===== src/hdl/asri_map.vh =====
// asri_map.vh - constants for the converter serial readout block
// assumes inclusion by bare name from the top design file only; the fifo does not include it
`ifndef ASRI_MAP_VH
`define ASRI_MAP_VH
`define ASRI_RES_BITS 16
`define ASRI_MSB 15
`define ASRI_CHAIN_DELAY 5'h10
`define ASRI_CODE_MAX 16'hffff
`define ASRI_CODE_MIN 16'h0000
`define ASRI_CLK_MHZ 250
`define ASRI_TCONV_MIN_NS 700
`define ASRI_TCONV_MAX_NS 3200
// conversion count: minimum conversion time of 700 ns at 250 MHz
`define ASRI_CONV_CYC 13'h0af
`define ASRI_FIFO_DEPTH 32
`define ASRI_FIFO_AW 5
`endif


===== src/hdl/asri_top.v =====
// asri_top.v - digital control and serial readout of a 16-bit converter
// assumes the host drives strobe, serial clock and chain input asynchronously;
// samples arrive from the analog core through a fifo
`timescale 1ns/1ps
`include "asri_map.vh"
module asri_top (
  // clock and reset
  input wire REF_CLK_IN,
  input wire RST_N_IN,
  // host link pins
  input wire CONVERT_STROBE_IN,
  input wire SERIAL_CLK_IN,
  input wire SERIAL_CHAIN_IN,
  output reg SERIAL_RESULT_OUT,
  output reg SERIAL_RESULT_OE_OUT,
  // sample stream from the analog core, signed-extended raw value
  input wire SAMPLE_VALID_IN,
  output wire SAMPLE_READY_OUT,
  input wire [17:0] SAMPLE_RAW_IN,
  // status
  output reg CONVERTING_OUT,
  output reg CHAIN_MODE_OUT
);
  localparam [17:0] RAW_MAX = {2'b00, `ASRI_CODE_MAX};
  localparam [12:0] CONV_CYC = `ASRI_CONV_CYC;
  localparam [3:0] ST_IDLE = 4'h1;
  localparam [3:0] ST_CONV = 4'h2;
  localparam [3:0] ST_READ = 4'h4;
  localparam [3:0] ST_DONE = 4'h8;

  // two-flop synchronisers for the host pins
  reg [2:0] strobe_sync_reg;
  reg [2:0] sck_sync_reg;
  reg [1:0] chain_sync_reg;
  always @(posedge REF_CLK_IN or negedge RST_N_IN) begin
    if (!RST_N_IN) begin
      strobe_sync_reg <= 3'h0;
      sck_sync_reg <= 3'h0;
      chain_sync_reg <= 2'h3; // idle high, no false chain mode after reset
    end else begin
      strobe_sync_reg <= {strobe_sync_reg[1:0], CONVERT_STROBE_IN};
      sck_sync_reg <= {sck_sync_reg[1:0], SERIAL_CLK_IN};
      chain_sync_reg <= {chain_sync_reg[0], SERIAL_CHAIN_IN};
    end
  end
  wire strobe_lvl = strobe_sync_reg[1];
  wire chain_lvl = chain_sync_reg[1];
  wire strobe_rise = strobe_sync_reg[1] & ~strobe_sync_reg[2];
  wire sck_rise = sck_sync_reg[1] & ~sck_sync_reg[2];
  wire sck_fall = ~sck_sync_reg[1] & sck_sync_reg[2];

  // sample stream from the fifo
  wire fifo_valid;
  wire [17:0] fifo_data;
  reg fifo_pop;
  asri_fifo #(
    .WIDTH(18),
    .DEPTH(`ASRI_FIFO_DEPTH),
    .AW(`ASRI_FIFO_AW)
  ) u_fifo (
    .clk_in(REF_CLK_IN),
    .rst_n_in(RST_N_IN),
    .wr_valid_in(SAMPLE_VALID_IN),
    .wr_ready_out(SAMPLE_READY_OUT),
    .wr_data_in(SAMPLE_RAW_IN),
    .rd_valid_out(fifo_valid),
    .rd_ready_in(fifo_pop),
    .rd_data_out(fifo_data)
  );

  // saturate raw value to straight binary
  reg [15:0] code;
  always @* begin
    if (fifo_data[17]) begin
      code = `ASRI_CODE_MIN;
    end else if (fifo_data > RAW_MAX) begin
      code = `ASRI_CODE_MAX;
    end else begin
      code = fifo_data[15:0];
    end
  end

  // control state
  reg [3:0] state_reg;
  reg [3:0] state_next;
  reg [12:0] conv_cnt_reg;
  reg [15:0] shift_reg;
  reg [4:0] bit_cnt_reg;
  reg busy_arm_reg;
  reg chain_reg;
  // a strobe edge in the last count cycle restarts instead of finishing
  wire conv_end = (state_reg == ST_CONV) && (conv_cnt_reg == 13'h0) && !strobe_rise;
  wire selected = ~strobe_lvl | ~chain_lvl;

  // next state
  always @* begin
    state_next = state_reg;
    fifo_pop = 1'b0;
    case (state_reg)
      ST_IDLE: begin
        if (strobe_rise) begin
          state_next = ST_CONV;
        end
      end
      ST_CONV: begin
        if (conv_end) begin
          fifo_pop = fifo_valid;
          state_next = ST_READ;
        end
      end
      ST_READ: begin
        if (strobe_rise) begin
          state_next = ST_CONV;
        end else if (bit_cnt_reg == 5'h0 && !chain_reg) begin
          state_next = ST_DONE;
        end
      end
      ST_DONE: begin
        if (strobe_rise) begin
          state_next = ST_CONV;
        end
      end
      default: begin
        state_next = ST_IDLE;
      end
    endcase
  end

  // sequencing registers
  always @(posedge REF_CLK_IN or negedge RST_N_IN) begin
    if (!RST_N_IN) begin
      state_reg <= ST_IDLE;
      conv_cnt_reg <= 13'h0;
      shift_reg <= 16'h0;
      bit_cnt_reg <= 5'h0;
      busy_arm_reg <= 1'b0;
      chain_reg <= 1'b0;
    end else begin
      state_reg <= state_next;
      if (strobe_rise) begin
        chain_reg <= ~chain_lvl;
        conv_cnt_reg <= CONV_CYC - 13'h1;
        busy_arm_reg <= 1'b0;
      end else if (state_reg == ST_CONV) begin
        conv_cnt_reg <= conv_cnt_reg - 13'h1;
      end
      if (conv_end) begin
        shift_reg <= fifo_valid ? code : `ASRI_CODE_MIN;
        bit_cnt_reg <= `ASRI_CHAIN_DELAY;
        busy_arm_reg <= ~chain_reg & selected;
      end else if (state_reg == ST_READ && sck_fall) begin
        if (chain_reg) begin
          // chain data enters at the bottom, emerges 16 clocks later
          shift_reg <= {shift_reg[14:0], chain_lvl};
        end else if (selected && bit_cnt_reg != 5'h0) begin
          shift_reg <= {shift_reg[14:0], 1'b0};
          bit_cnt_reg <= bit_cnt_reg - 5'h1;
        end
      end
      if (sck_rise && state_reg == ST_READ && busy_arm_reg) begin
        busy_arm_reg <= 1'b0;
      end
    end
  end

  // output pin drive and enable
  always @(posedge REF_CLK_IN or negedge RST_N_IN) begin
    if (!RST_N_IN) begin
      SERIAL_RESULT_OUT <= 1'b0;
      SERIAL_RESULT_OE_OUT <= 1'b0;
      CONVERTING_OUT <= 1'b0;
      CHAIN_MODE_OUT <= 1'b0;
    end else begin
      CONVERTING_OUT <= (state_next == ST_CONV);
      CHAIN_MODE_OUT <= chain_reg;
      if (chain_reg) begin
        // chain output always driven; readout happens with strobe high
        SERIAL_RESULT_OE_OUT <= 1'b1;
        SERIAL_RESULT_OUT <= shift_reg[`ASRI_MSB];
      end else if (!selected || state_reg == ST_DONE || state_reg == ST_IDLE) begin
        SERIAL_RESULT_OE_OUT <= 1'b0;
        SERIAL_RESULT_OUT <= 1'b0;
      end else if (state_reg == ST_CONV) begin
        // selected during conversion: not-ready level
        SERIAL_RESULT_OE_OUT <= 1'b1;
        SERIAL_RESULT_OUT <= 1'b0;
      end else begin
        SERIAL_RESULT_OE_OUT <= 1'b1;
        if (busy_arm_reg) begin
          SERIAL_RESULT_OUT <= 1'b1;
        end else begin
          SERIAL_RESULT_OUT <= shift_reg[`ASRI_MSB];
        end
      end
    end
  end
endmodule // asri_top


===== src/hdl/asri_fifo.v =====
// asri_fifo.v - synchronous fifo holding converter samples
// assumes one clock and an active-low asynchronous reset
`timescale 1ns/1ps
module asri_fifo #(
  parameter WIDTH = 16,
  parameter DEPTH = 32,
  parameter AW = 5
) (
  // clock and reset
  input wire clk_in,
  input wire rst_n_in,
  // write side
  input wire wr_valid_in,
  output wire wr_ready_out,
  input wire [WIDTH-1:0] wr_data_in,
  // read side
  output wire rd_valid_out,
  input wire rd_ready_in,
  output reg [WIDTH-1:0] rd_data_out
);
  reg [WIDTH-1:0] mem [0:DEPTH-1];
  reg [AW-1:0] wr_ptr_reg;
  reg [AW-1:0] rd_ptr_reg;
  reg [AW:0] count_reg;
  wire do_wr;
  wire do_rd;
  // honest full and empty from the occupancy count
  assign wr_ready_out = (count_reg != DEPTH);
  assign rd_valid_out = (count_reg != 0);
  assign do_wr = wr_valid_in & wr_ready_out;
  assign do_rd = rd_valid_out & rd_ready_in;
  // storage array, no reset needed
  always @(posedge clk_in) begin
    if (do_wr) begin
      mem[wr_ptr_reg] <= wr_data_in;
    end
  end
  // head data registered, updated on read or first write
  always @(posedge clk_in or negedge rst_n_in) begin
    if (!rst_n_in) begin
      rd_data_out <= {WIDTH{1'b0}};
    end else if (count_reg == 0 && do_wr) begin
      rd_data_out <= wr_data_in;
    end else if (do_rd) begin
      if (count_reg == 1) begin
        rd_data_out <= wr_data_in;
      end else begin
        rd_data_out <= mem[rd_ptr_reg + 1'b1];
      end
    end
  end
  // pointers and count
  always @(posedge clk_in or negedge rst_n_in) begin
    if (!rst_n_in) begin
      wr_ptr_reg <= {AW{1'b0}};
      rd_ptr_reg <= {AW{1'b0}};
      count_reg <= {(AW+1){1'b0}};
    end else begin
      if (do_wr) begin
        wr_ptr_reg <= wr_ptr_reg + 1'b1;
      end
      if (do_rd) begin
        rd_ptr_reg <= rd_ptr_reg + 1'b1;
      end
      if (do_wr && !do_rd) begin
        count_reg <= count_reg + 1'b1;
      end else if (do_rd && !do_wr) begin
        count_reg <= count_reg - 1'b1;
      end
    end
  end
endmodule // asri_fifo


===== config.mk =====
export PLATFORM = sky130hd
export DESIGN_NAME = asri_top
export DESIGN_NICKNAME = d
export VERILOG_FILES = /design/src/hdl/asri_top.v /design/src/hdl/asri_fifo.v
export VERILOG_INCLUDE_DIRS = /design/src /design/src/hdl
export SDC_FILE = /design/constraint.sdc
export NUM_CORES = 1
export LEC_CHECK = 0
export BUFFER_PORTS_ARGS = -buffer_cell sky130_fd_sc_hd__buf_2
export CORE_UTILIZATION = 40
export CTS_BUF_LIST = sky130_fd_sc_hd__clkbuf_4
export CTS_CLUSTER_DIAMETER = 120
export DETAILED_ROUTE_END_ITERATION = 10
export GPL_TIMING_DRIVEN = 0
export HOLD_SLACK_MARGIN = 0.02
export PLACE_DENSITY = 0.52
export SYNTH_ARGS = -nofsm -noshare
export SYNTH_HDL_FRONTEND = slang
export SYNTH_SLANG_ARGS = --single-unit

===== constraint.sdc =====
create_clock -name REF_CLK_IN -period 8 [get_ports REF_CLK_IN]
set_clock_uncertainty 0.05 [all_clocks]
set_input_delay 0.8 -clock REF_CLK_IN [delete_from_list [all_inputs] [get_ports REF_CLK_IN]]
set_output_delay 0.8 -clock REF_CLK_IN [all_outputs]
set_load 0.03 [all_outputs]

-- Word-level counts from Yosys, hierarchy flattened
Memory sizes are Yosys's and may differ from the RTL's.
Cells that the tools add are included.
W data, S select, Z words.
- word-level logic and storage cells: 114
- input port bits: 24
- output and inout bits: 5
- memories: 1
- register bits: 86
- memory bits (writable): 576
- reductions and logical operators: 32
- eq/ne operators: 8
- mux-type cells: 36
- add/sub/neg operators: 6
- order comparisons: 1
- bitwise operators: 13
- memory list (name ; depth ; bits a word ; rd ports ; clocked after Yosys merged registers in ; wr ports ; line ; text):
    u_fifo.mem ; 32 ; 18 ; 1 ; 0 ; 1 ; asri_fifo.v:21 ; reg [WIDTH-1:0] mem [0:DEPTH-1];
- operators with widths (operator ; count):
    $mux W16 ; 7
    $mux W18 ; 3
    $mux W13 ; 2
    $mux W5 ; 4
    $gt A18 B16 Y1 const B ; 1
    $mux W4 ; 4
    $logic_not A13 Y1 ; 1
    $mux W1 ; 13
    $sub A13 B1 Y13 const B ; 1
    $mux W6 ; 2
    $pmux W4 S3 ; 1
    $add A5 B1 Y5 const B ; 2
    $logic_and A1 B1 Y1 ; 10
    $reduce_bool A2 Y1 ; 5
    $eq A4 B2 Y1 const B ; 2
    $add A6 B1 Y6 const B ; 1
    $and A1 B1 Y1 ; 6
    $eq A6 B1 Y1 const B ; 1
    $logic_not A6 Y1 ; 1
    $ne A6 B6 Y1 const B ; 1
    $not A1 Y1 ; 6
    $reduce_bool A3 Y1 ; 2
    $reduce_bool A6 Y1 ; 1
    $sub A6 B1 Y6 const B ; 1
    13 further kinds ; 18

-- Depth between registers and ports, before layout
Gate-level depths: netlist (run 1).
- word-level depth: 10
- depth in mapped cells: 13
- gate-level depth less buffers: 11

-- By module
Synthesis (run 1) repeated with hierarchy kept, for this count alone.
- cells, all modules: 1458
- area, all modules: 26750.7 µm²
- by module, submodules not included (module ; cells an instance ; sequential area each (µm²) ; area an instance (µm²) ; instances):
    asri_fifo ; 1203 ; 18147.4 ; 24141.9 ; 1
    asri_top ; 255 ; 1305.0 ; 2608.8 ; 1

-- Worst setup path before layout (run 1)
Ideal clock, no wire load.
- path kind: flip-flop to flip-flop
- from: register state_reg[0]
- to: register u_fifo.count_reg[4]
- setup slack: 4.394 ns
- clock period less this slack: 3.606 ns
- library setup time: 0.079 ns
- arrival time: 3.477 ns
- buffers on the path: 4
- cell stages (with the launch flop): 13
- required time: 7.871 ns
- cell sequence: dfstp_2 > buf_6 > or4b_4 > buf_6 > nor3_1 > nand4_1 > clkbuf_1 > or2_2 > ha_1 > clkbuf_1 > or4b_2 > a21oi_1 > xor2_1
- cells in the longest elaborated chain, start to end: 9
- elaborated cells on any way between the ends: 11
- those cells by class: eq/ne (1); mux (3); bitwise (1); reduce/logical (6)
- RTL lines (element ; line ; text):
    start: declaration ; asri_top.v:84 ; reg [3:0] state_reg;
    start signal: assignment ; asri_top.v:139 ; state_reg <= state_next;
    $eq A4 B2 Y1 * ; asri_top.v:92, asri_top.v:99 ;
    $logic_and A1 B1 Y1 (2 in series) ; asri_top.v:92 ; wire conv_end = (state_reg == ST_CONV) && (conv_cnt_reg == 13'h0) && !strobe_rise;
    $mux W1 ; asri_top.v:106 ; if (conv_end) begin
    $mux W1 * ; asri_top.v:99 ; case (state_reg)
    $and A1 B1 Y1 * ; asri_fifo.v:31 ; assign do_rd = rd_valid_out & rd_ready_in;
    $logic_not A1 Y1 ; asri_fifo.v:65 ; if (do_wr && !do_rd) begin
    $logic_and A1 B1 Y1 ; asri_fifo.v:65 ;
    $mux W6 or $reduce_bool A2 Y1 (tied branches) ; - ;
    end signal: assignment ; asri_fifo.v:57 ; count_reg <= {(AW+1){1'b0}};
    end signal: assignment ; asri_fifo.v:66 ; count_reg <= count_reg + 1'b1;
    end signal: assignment ; asri_fifo.v:68 ; count_reg <= count_reg - 1'b1;
    end: declaration ; asri_fifo.v:24 ; reg [AW:0] count_reg;
Mark *: on every way between the ends. The rest lies on a longest branch, timed or not.
A chain may end at the register's enable or synchronous reset.

-- Worst setup path after layout (run 1)
- from: register u_fifo.rd_ptr_reg[1]
- to: register u_fifo.rd_data_out[8]
- cells in the longest elaborated chain, start to end: 5
- RTL lines (element ; line ; text):
    start: declaration ; asri_fifo.v:23 ; reg [AW-1:0] rd_ptr_reg;
    start signal: assignment ; asri_fifo.v:56 ; rd_ptr_reg <= {AW{1'b0}};
    start signal: assignment ; asri_fifo.v:63 ; rd_ptr_reg <= rd_ptr_reg + 1'b1;
    $add A5 B1 Y5 ; asri_fifo.v:48 ; rd_data_out <= mem[rd_ptr_reg + 1'b1];
    $mem_v2 Z32 W18 ; - ;
    $mux W18 ; asri_fifo.v:45 ; if (count_reg == 1) begin
    $mux W18 ; asri_fifo.v:44 ; end else if (do_rd) begin
    $mux W18 ; asri_fifo.v:42 ; end else if (count_reg == 0 && do_wr) begin
    end signal: assignment ; asri_fifo.v:41 ; rd_data_out <= {WIDTH{1'b0}};
    end signal: assignment ; asri_fifo.v:43 ; rd_data_out <= wr_data_in;
    end signal: assignment ; asri_fifo.v:46 ; rd_data_out <= wr_data_in;
    end: declaration ; asri_fifo.v:19 ; output reg [WIDTH-1:0] rd_data_out
No other way between the ends. The select of a mux whose other input is x is not followed.

==> results of run 1 <==
cells by family after synthesis:
family | count (synthesis) | synth area share, %
DFF | 662 | 74.2
xor gates and xnor gates | 27 | 0.902
and+or+nand+nor | 375 | 6.57
adders and majority gates | 14 | 0.668
buffers and inverters | 92 | 1.53
muxes | 149 | 12.6
AOI/OAI and AO/OA | 147 | 3.51
power by group through the flow:
stage          Clock (µW)  Combinational [µW]  Sequential, µW
2_1_floorplan           0                 344            4140
3_3_place_gp            0                 585            4170
6_report             2960                 670            4090
3_5_place_dp            0                 675            4170
4_1_cts              3040                 677            4090
5_1_grt              3220                 724            4110
through the flow:
step	area, µm²	instances	hold WS [ps]	power, µW	utilization, %
after detailed placement	28100	2383	291	4840	43.5
after global placement	27400	2349	292	4750	42.5
final	30400	2705	235	7730	47.1
after CTS	30400	2697	146	7810	47.1
after global routing	30400	2705	174	8060	47.1
after floorplan	26200	1466	281	4490	-
critical path: cells and delay by family (launching register included):
family	cells	cell delay (ps)
adder cells (fa/ha/maj)	1	310
AND/OR/NAND/NOR	2	310
flip-flops	1	470
buffers and inverters	3	1860
AO/OA/AOI/OAI	2	700
multiplexers	1	380
synth_stat cells (all sizes together), types with 3 or more instances:
master and n:
inv 10, nor3 10, dfstp 3, mux2 4, dfrtp 83, nor4 5, buf 28, or3 6
nand3 43, and2 19, nor4b 4, a21oi 14, nand2b 4, edfxtp 576, clkbuf 54, a31oi 72
ha 14, xor2 12, nand4 5, mux4 144, or2 6, nand2 168, nand3b 3, a211oi 18
or4 5, nor2 87, o21ai 31, xnor2 15
final cells by class:
cell class	count	area, µm²	area share (%)
clock buffers	257	1930	6.34
well taps	855	1070	3.52
repair buffers	66	777	2.55
clock inverters	53	327	1.07
inverters	10	37.5	0.123
flip-flops and latches	662	19500	64.0
multi-input cells	712	6440	21.2
diodes	8	20.0	0.0658
plain buffers	82	363	1.19
routing by layer:
layer	vias up	track usage [%]
met5	-	0
met1	7665	29.1
li1	6402	-
met3	99	4.91
met2	475	33.2
met4	0	8.12
final timing paths:
path / slack, ps / depth (start not counted) / start / to
worst max-delay path: 3830 / 9 / u_fifo.rd_ptr_reg[1] / u_fifo.rd_data_out[8]
worst min-delay path: 230 / 2 / RST_N_IN / u_fifo.count_reg[4]
worst max register to register: 3830 / 9 / u_fifo.rd_ptr_reg[1] / u_fifo.rd_data_out[8]
worst min register to register: 310 / 0 / strobe_sync_reg[0] / strobe_sync_reg[1]
max in group asynchronous: 6980 / 3 / RST_N_IN / state_reg[0]
min in group REF_CLK_IN: 310 / 0 / strobe_sync_reg[0] / strobe_sync_reg[1]
==> flow_summary.toml, run 1 <==
[status]
status = "finished, final reports clean"

[routing]
drc_errors = 0
avgRoutedWirePerCell_um = 25.4
wl_met2_mm = 32.6
highest_layer = "met4"
drt-met1-wl_mm = 30.3
route.vias.total = 14600
viasPerCell = 5.41
route.met3.wl_mm = 4.23
drt_first_pass_iters = 6
postRouteAntennaNets = 0
drt-total-wl_mm = 68.7
dr.first_iter.drc_count = 1230

[yosys]
syn_avg_cell_area_um2 = 17.9
ys_seq_elements = 662
synthCells = 1466
yosysSeqAreaShare_pct = 74.2
synth_area_leader_cell = "edfxtp_1"
yosysWarnings = 0
synth_nets = 1504
synth.area.top_cells = "edfxtp_1 66%, mux4_2 12%, dfrtp_1 7.9%"
synth_area_um2 = 26200
synth_top_cell_area_share_pct = 66.0
synth-edff-count = 576
synthDistinctLibCells = 54
async_reset_ff_share_pct = 13.0
synth_flop_cell = "edfxtp_1"

[power_and_ir_drop]
p_sw_share_pct = 25.1
vdd_drop_max_uv = 152
internal-power_uw = 5790
power_density_nw_per_um2 = 254
p_sw_uw = 1940
power_leakage_uw = 0.00996
combinationalPowerShare_pct = 8.7
power.share.clock_pct = 38.4
p_seq_share_pct = 53.0

[sta]
worst_slack_ps = 3830
setup_violations = 0
hold_viol = 0
timing.final.crit_share_pct = 52.2
rsz0062_at_grt = "false"
finalCriticalPeriod_ps = 4170
max_slew_margin_pct = 21.0
max_freq_mhz = 240
setup_tns_ps = 0
worst_pin_slew_ps = 1180
slew_viol_final = 0

[clock_network]
cts_repair_resize_count = 0
cts_tree = "yes"
htree_levels = 4
insertion_delay_ps = 1010
cts_buffers = 170
cts_buffer_depth = 3
cts_root_buffer = "clkbuf_4"
hold_buffers = 4
clk_pin_slew_ps = 60
cts_setup_buffers = 0
cts_num_sinks = 662

[setup_path]
startpoint_type = "flip-flop"
worst-path-max-fanout = 10
endpoint_kind = "flip-flop"
path_class = "flip-flop to flip-flop"
max_stage_delay_ps = 740
arrival_ps = 5030
cp_slowest_cell = "buf_1"
cp.required_ps = 8850
crit_chain = "ha_1 > clkbuf_1 > buf_1 > clkbuf_1 > mux4_2 > nand2_1 > a31oi_1 > nand3_1 > a31oi_1"

[grt]
grt_antenna_before_repair = 2
grt_overflow_total = 0
grt_pass1_wl_mm = 101
grt_use_total_pct = 21.3
grt_pass1_vias = 15200
grt_start_max_net_pins = 59

[floorplanning]
die_w_um = 258
dieHeight_um = 258
dieArea_um2 = 66500
io-pin-count = 29
start_util_pct = 40.6
core-area_um2 = 64600
rows = 93

[run]
drv_cap = 0

[cells_and_area]
syn_to_final_growth_pct = 16.1
fin_nets = 1742
drive_above_1_share_pct = 29.9
layout_commonest_cell = "edfxtp_1"
layout_common_cells = "576 x edfxtp_1, 257 x clkbuf_4, 168 x nand2_1"
largest_register_ffs = 576
nFillCells = 5665

[hold_path]
hp-class = "input pin to async pin"

[placement]
gp_congestion = 0.868
dp_hpwl_mm = 44.0
port_buffers = 28
pre_cts_slack_ps = 3740
Note: power is estimated with default switching activity, not from simulation.
==> run 2, diff against run 1 <==
- ABC_AREA: unset -> 1
- clock period: 8 -> 4.3 ns (I/O delays scaled with it)
==> flow_summary.toml, run 2 <==
[hold_path]
hp-class = "input pin to flip-flop"
whs_path_depth = 1
hold-path-endpoint = "u_fifo.mem[5][3]"
holdCritStartpoint = "SAMPLE_RAW_IN[3]"

[clock_network]
cts_repair_resize_count = 0
clk_pin_slew_ps = 60
insertion_delay_ps = 1000
hold_buffers = 19
htree_levels = 4
cts_root_buffer = "clkbuf_4"
cts_setup_buffers = 0
cts_buffers = 178
cts_num_sinks = 662
cts_buffer_depth = 3
cts_tree = "yes"

[yosys]
synth-edff-count = 576
synth_top_cell_area_share_pct = 60.9
yosys-top-cells-count = "975 x nand2_1, 576 x edfxtp_1, 420 x nand3_1"
ys_seq_elements = 662
synth.most_common_cell = "nand2_1"
async_reset_ff_share_pct = 13.0
synth_area_leader_cell = "edfxtp_1"
synth_nets = 2815
yosysWarnings = 0
synthCells = 2777
synth.area.top_cells = "edfxtp_1 61%, nand2_1 13%, nand3_1 7.4%"
yosysSeqAreaShare_pct = 68.4
synth_flop_cell = "edfxtp_1"
synth_area_um2 = 28400
synthDistinctLibCells = 34
syn_avg_cell_area_um2 = 10.2

[floorplanning]
die_w_um = 269
io-pin-count = 29
rows = 97
dieHeight_um = 269
start_util_pct = 40.5
dieArea_um2 = 72100
core-area_um2 = 70100

[status]
status = "finished, final reports clean"

[cells_and_area]
syn_to_final_growth_pct = 15.5
largest_register_ffs = 576
fin_nets = 3070
utilization_pct = 46.8
regArea_um2 = 19500
layout_common_cells = "975 x nand2_1, 576 x edfxtp_1, 420 x nand3_1"
drive_above_1_share_pct = 13.8
instances_no_fill = 4102
multi_input_area_um2 = 7460
layout_commonest_cell = "nand2_1"
nFillCells = 6762

[grt]
grt_antenna_before_repair = 3
grt_start_max_net_pins = 55
grt_pass1_wl_mm = 125
grt_use_total_pct = 24.1
grt_overflow_total = 0
grt_pass1_vias = 20000

[routing]
drt-total-wl_mm = 84.9
postRouteAntennaNets = 0
drt-met1-wl_mm = 38.0
avgRoutedWirePerCell_um = 20.7
viasPerCell = 5.01
wl_met2_mm = 38.3
route.vias.total = 20600
drt_first_pass_iters = 6
route.met3.wl_mm = 5.70
drc_errors = 0
highest_layer = "met4"
dr.first_iter.drc_count = 1882

[sta]
worst_pin_slew_ps = 1410
timing.final.crit_share_pct = 81.3
rsz0062_at_grt = "false"
slew_viol_final = 0
setup_violations = 0
max_freq_mhz = 286
hold_viol = 0
max_slew_margin_pct = 5.30
setup_tns_ps = 0
finalCriticalPeriod_ps = 3500

[placement]
gp_congestion = 0.940
place_inst = 3773
dp_hpwl_mm = 55.5
port_buffers = 28

[setup_path]
rr_worst_depth = 5
cp.required_ps = 4860
reg2reg_from = "u_fifo.count_reg[0]"
r2r_slack_ps = 800
worst-path-max-fanout = 18
worstReg2RegEnd = "u_fifo.mem[9][11]"
endpoint_kind = "flip-flop"
arrival_ps = 4050
path_class = "flip-flop to flip-flop"
startpoint_type = "flip-flop"

[power_and_ir_drop]
vdd_drop_max_uv = 188
total_power_uw = 14700
power_leakage_uw = 0.0137
power_density_nw_per_um2 = 447

[run]
drv_cap = 0
run 2: cell count changes after synthesis, sizes merged, moves of 31 or more:
| cell | previous run | this run |
|---|---|---|
| inv | 10 | 281 |
| a31oi | 72 | 2 |
| o21ai | 31 | 62 |
| nor2 | 87 | 155 |
| nand3 | 43 | 420 |
| mux4 | 144 | 0 |
| nand2 | 168 | 978 |
run 2: report_power, final:
group | total [µW] | leakage (µW) | internal [µW] | switching [µW]
clock | 5620 | 0.00136 | 3030 | 2590
sequential | 7700 | 0.00627 | 7500 | 200
combinational | 1360 | 0.00612 | 376 | 980
total | 14700 | 0.0137 | 10900 | 3770
run 2: cells by family (layout without fill, tap and decap cells):
kind of cell,count (synthesis),in the layout,share of synthesized area [%]
AND/OR/NAND/NOR,1572,1572,22.9
flip-flops,662,662,68.4
buffers and inverters,412,796,5.61
AO/OA/AOI/OAI,101,101,1.91
XOR/XNOR,16,16,0.546
adder cells (fa/ha/maj),14,14,0.616
other,0,1,0
run 2: through the flow:
stage                     hold WS (ps)  instance area (µm²)  setup slack (ps)
after floorplan                   84.4                28400              1660
after global placement             288                29700               167
after detailed placement           299                30300               815
after CTS                         23.1                32800               766
after global routing              67.3                32800               643
final                              125                32800               802
run 2: area by class of cell:
| type | count | area share [%] |
|---|---|---|
| Sequential cell | 662 | 59.2 |
| Multi-Input combinational cell | 1703 | 22.7 |
| Clock buffer | 271 | 6.20 |
| Tap cell | 940 | 3.58 |
| Inverter | 281 | 3.21 |
| Timing Repair Buffer | 75 | 2.61 |
| Buffer | 131 | 1.65 |
| Clock inverter | 38 | 0.781 |
| Antenna cell | 1 | 0.00762 |
run 2: worst max-delay path by stage:
stage / to / depth (start not counted) / slack [ps] / start
2_1_floorplan: u_fifo.mem[31][0] / 5 / 1660 / u_fifo.count_reg[0]
3_3_place_gp: u_fifo.mem[3][13] / 5 / 170 / u_fifo.count_reg[0]
3_5_place_dp: u_fifo.mem[27][7] / 5 / 820 / u_fifo.count_reg[0]
4_1_cts: u_fifo.mem[27][14] / 5 / 770 / u_fifo.count_reg[0]
5_1_grt: u_fifo.mem[27][3] / 5 / 640 / u_fifo.count_reg[0]
6_report: u_fifo.mem[9][11] / 5 / 800 / u_fifo.count_reg[0]
run 2: per-layer routing:
metal | vias up | track usage (%)
met1 | 9887 | 33.0
li1 | 9816 | -
met5 | - | 0
met2 | 705 | 37.4
met4 | 0 | 10.3
met3 | 160 | 4.89
run 2: critical path: stages (launching register included):
cell and delay (ps):
dfrtp_1 430, inv_1 110, ha_1 250, a31oi_2 600, nand2_1 690, nor2_2 970
==> run 3, diff against run 2 <==
- PLACE_DENSITY: 0.52 -> 0.54
- clock period: 4.3 -> 2.95 ns (I/O delays scaled with it)
==> flow_summary.toml, run 3 (same netlist as run 2, synthesis figures left out) <==
[status]
status = "finished, final reports clean"

[setup_path]
startpoint_type = "flip-flop"
worst-path-max-fanout = 10
endpoint_kind = "flip-flop"
rr_worst_depth = 11
path_class = "flip-flop to flip-flop"
cp.required_ps = 3840
r2r_slack_ps = 20
arrival_ps = 3830

[routing]
viasPerCell = 5.05
drc_errors = 0
dr.first_iter.drc_count = 2202
drt-total-wl_mm = 85.6
route.vias.total = 20800
avgRoutedWirePerCell_um = 20.7
drt_first_pass_iters = 6
postRouteAntennaNets = 0

[sta]
worst_slack_ps = 16.3
worst_pin_slew_ps = 1010
rsz0062_at_grt = "true"
hold_viol = 0
setup_tns_ps = 0
slew_viol_final = 0
finalCriticalPeriod_ps = 2930
max_freq_mhz = 341
max_slew_margin_pct = 32.5
setup_violations = 0
timing.final.crit_share_pct = 99.4
hold_ws_ps = 304

[power_and_ir_drop]
power_density_nw_per_um2 = 651
combinationalPowerShare_pct = 9.6
p_sw_share_pct = 26.3
power_leakage_uw = 0.0139
vdd_drop_max_uv = 285
p_sw_uw = 5670
power.share.clock_pct = 38.5
total_power_uw = 21600
p_seq_share_pct = 52.0
internal-power_uw = 15900

[grt]
grt_overflow_total = 0
grt_pass1_vias = 19800
grt_use_total_pct = 24.3
grt_start_max_net_pins = 51
grt_pass1_wl_mm = 126
grt_antenna_before_repair = 2

[clock_network]
cts_num_sinks = 662
htree_levels = 4
cts_root_buffer = "clkbuf_4"
clk_pin_slew_ps = 60
insertion_delay_ps = 1020
cts_buffers = 176
cts_buffer_depth = 3
cts_tree = "yes"

[floorplanning]
die_w_um = 269
dieHeight_um = 269
start_util_pct = 40.5
dieArea_um2 = 72100
io-pin-count = 29
core-area_um2 = 70100
rows = 97

[cells_and_area]
fin_nets = 3082
nFillCells = 6718
syn_to_final_growth_pct = 16.8
stdcell_area_um2 = 33200
layout_commonest_cell = "nand2_1"
layout_common_cells = "970 x nand2_1, 576 x edfxtp_1, 420 x nand3_1"
drive_above_1_share_pct = 15.0
largest_register_ffs = 576

[placement]
gp_congestion = 0.985
dp_hpwl_mm = 56.1
port_buffers = 28
placed_area_um2 = 30400
pre_cts_slack_ps = -489

[run]
drv_cap = 0

[hold_path]
hp-class = "flip-flop to flip-flop"
whs_path_depth = 0
run 3: changes by cell type in the layout (fill, tap and decap cells not counted), sizes merged:
cell         delta
buf             +3
inv             +4
diode           +5
clkbuf         -13
bufinv          +2
clkinv         +14
clkinvlp        -1
dlygate4sd3     +9
run 3: what timing repair did:
action | in CTS | in global routing
hold buffers | 28 | 0
endpoints found under the hold margin | 689 | 0
resized for setup | 33 | 47
gates cloned | 0 | 0
endpoints found under the setup margin | 385 | 104
buffers inserted | 0 | 1
pin swaps | 0 | 2
run 3: path summary, 6_finish.rpt:
kind	to	from
setup / recovery	u_fifo.rd_data_out[3]	u_fifo.rd_ptr_reg[0]
hold / removal	chain_sync_reg[1]	chain_sync_reg[0]
setup reg to reg	u_fifo.rd_data_out[3]	u_fifo.rd_ptr_reg[0]
hold reg to reg	chain_sync_reg[1]	chain_sync_reg[0]
max in group asynchronous	chain_sync_reg[1]	RST_N_IN
min in group asynchronous	u_fifo.rd_ptr_reg[1]	RST_N_IN
run 3: power groups by stage:
stage                     sequential, µW  clock [µW]  combinational, µW
after floorplan                    11400           0               1070
after CTS                          11200        8500               2040
after global placement             11400           0               1720
final                              11200        8320               2060
after detailed placement           11400           0               1960
after global routing               11300        8980               2280
run 3: per-layer routing:
layer / track usage (%) / vias to the layer above / part of all wire [%]
met5: 0 / - / 0
li1: - / 9848 / -
met2: 38.7 / 828 / 47
met3: 5.27 / 128 / 7.2
met1: 33.0 / 10000 / 43
met4: 7.85 / 0 / 2.2
run 3: final cells by class:
type | count | area, µm² | share of cell area [%]
sequential | 662 | 19500 | 58.6
multi-input combinational | 1703 | 7570 | 22.8
clock buffer | 256 | 1920 | 5.79
tap | 940 | 1180 | 3.54
inverter | 281 | 1060 | 3.19
timing repair buffer | 89 | 1020 | 3.06
buffer | 131 | 594 | 1.79
clock inverter | 57 | 382 | 1.15
antenna | 6 | 15.0 | 0.0452
run 3: critical path, stage by stage (launching register included):
cell and delay, ps:
dfrtp_1 390, buf_2 370, buf_2 440, buf_2 380, nand2_1 80, nand2_1 80
nand2_1 70, nand3_1 180, nand3_1 160, nand3_1 200, nand3_1 230, a21oi_1 200
run 3: metrics by stage:
stage	util, %	std cells
after floorplan	-	2777
after global placement	42.4	3745
after detailed placement	43.4	3777
after CTS	47.2	4118
after global routing	47.3	4125
final	47.3	4125
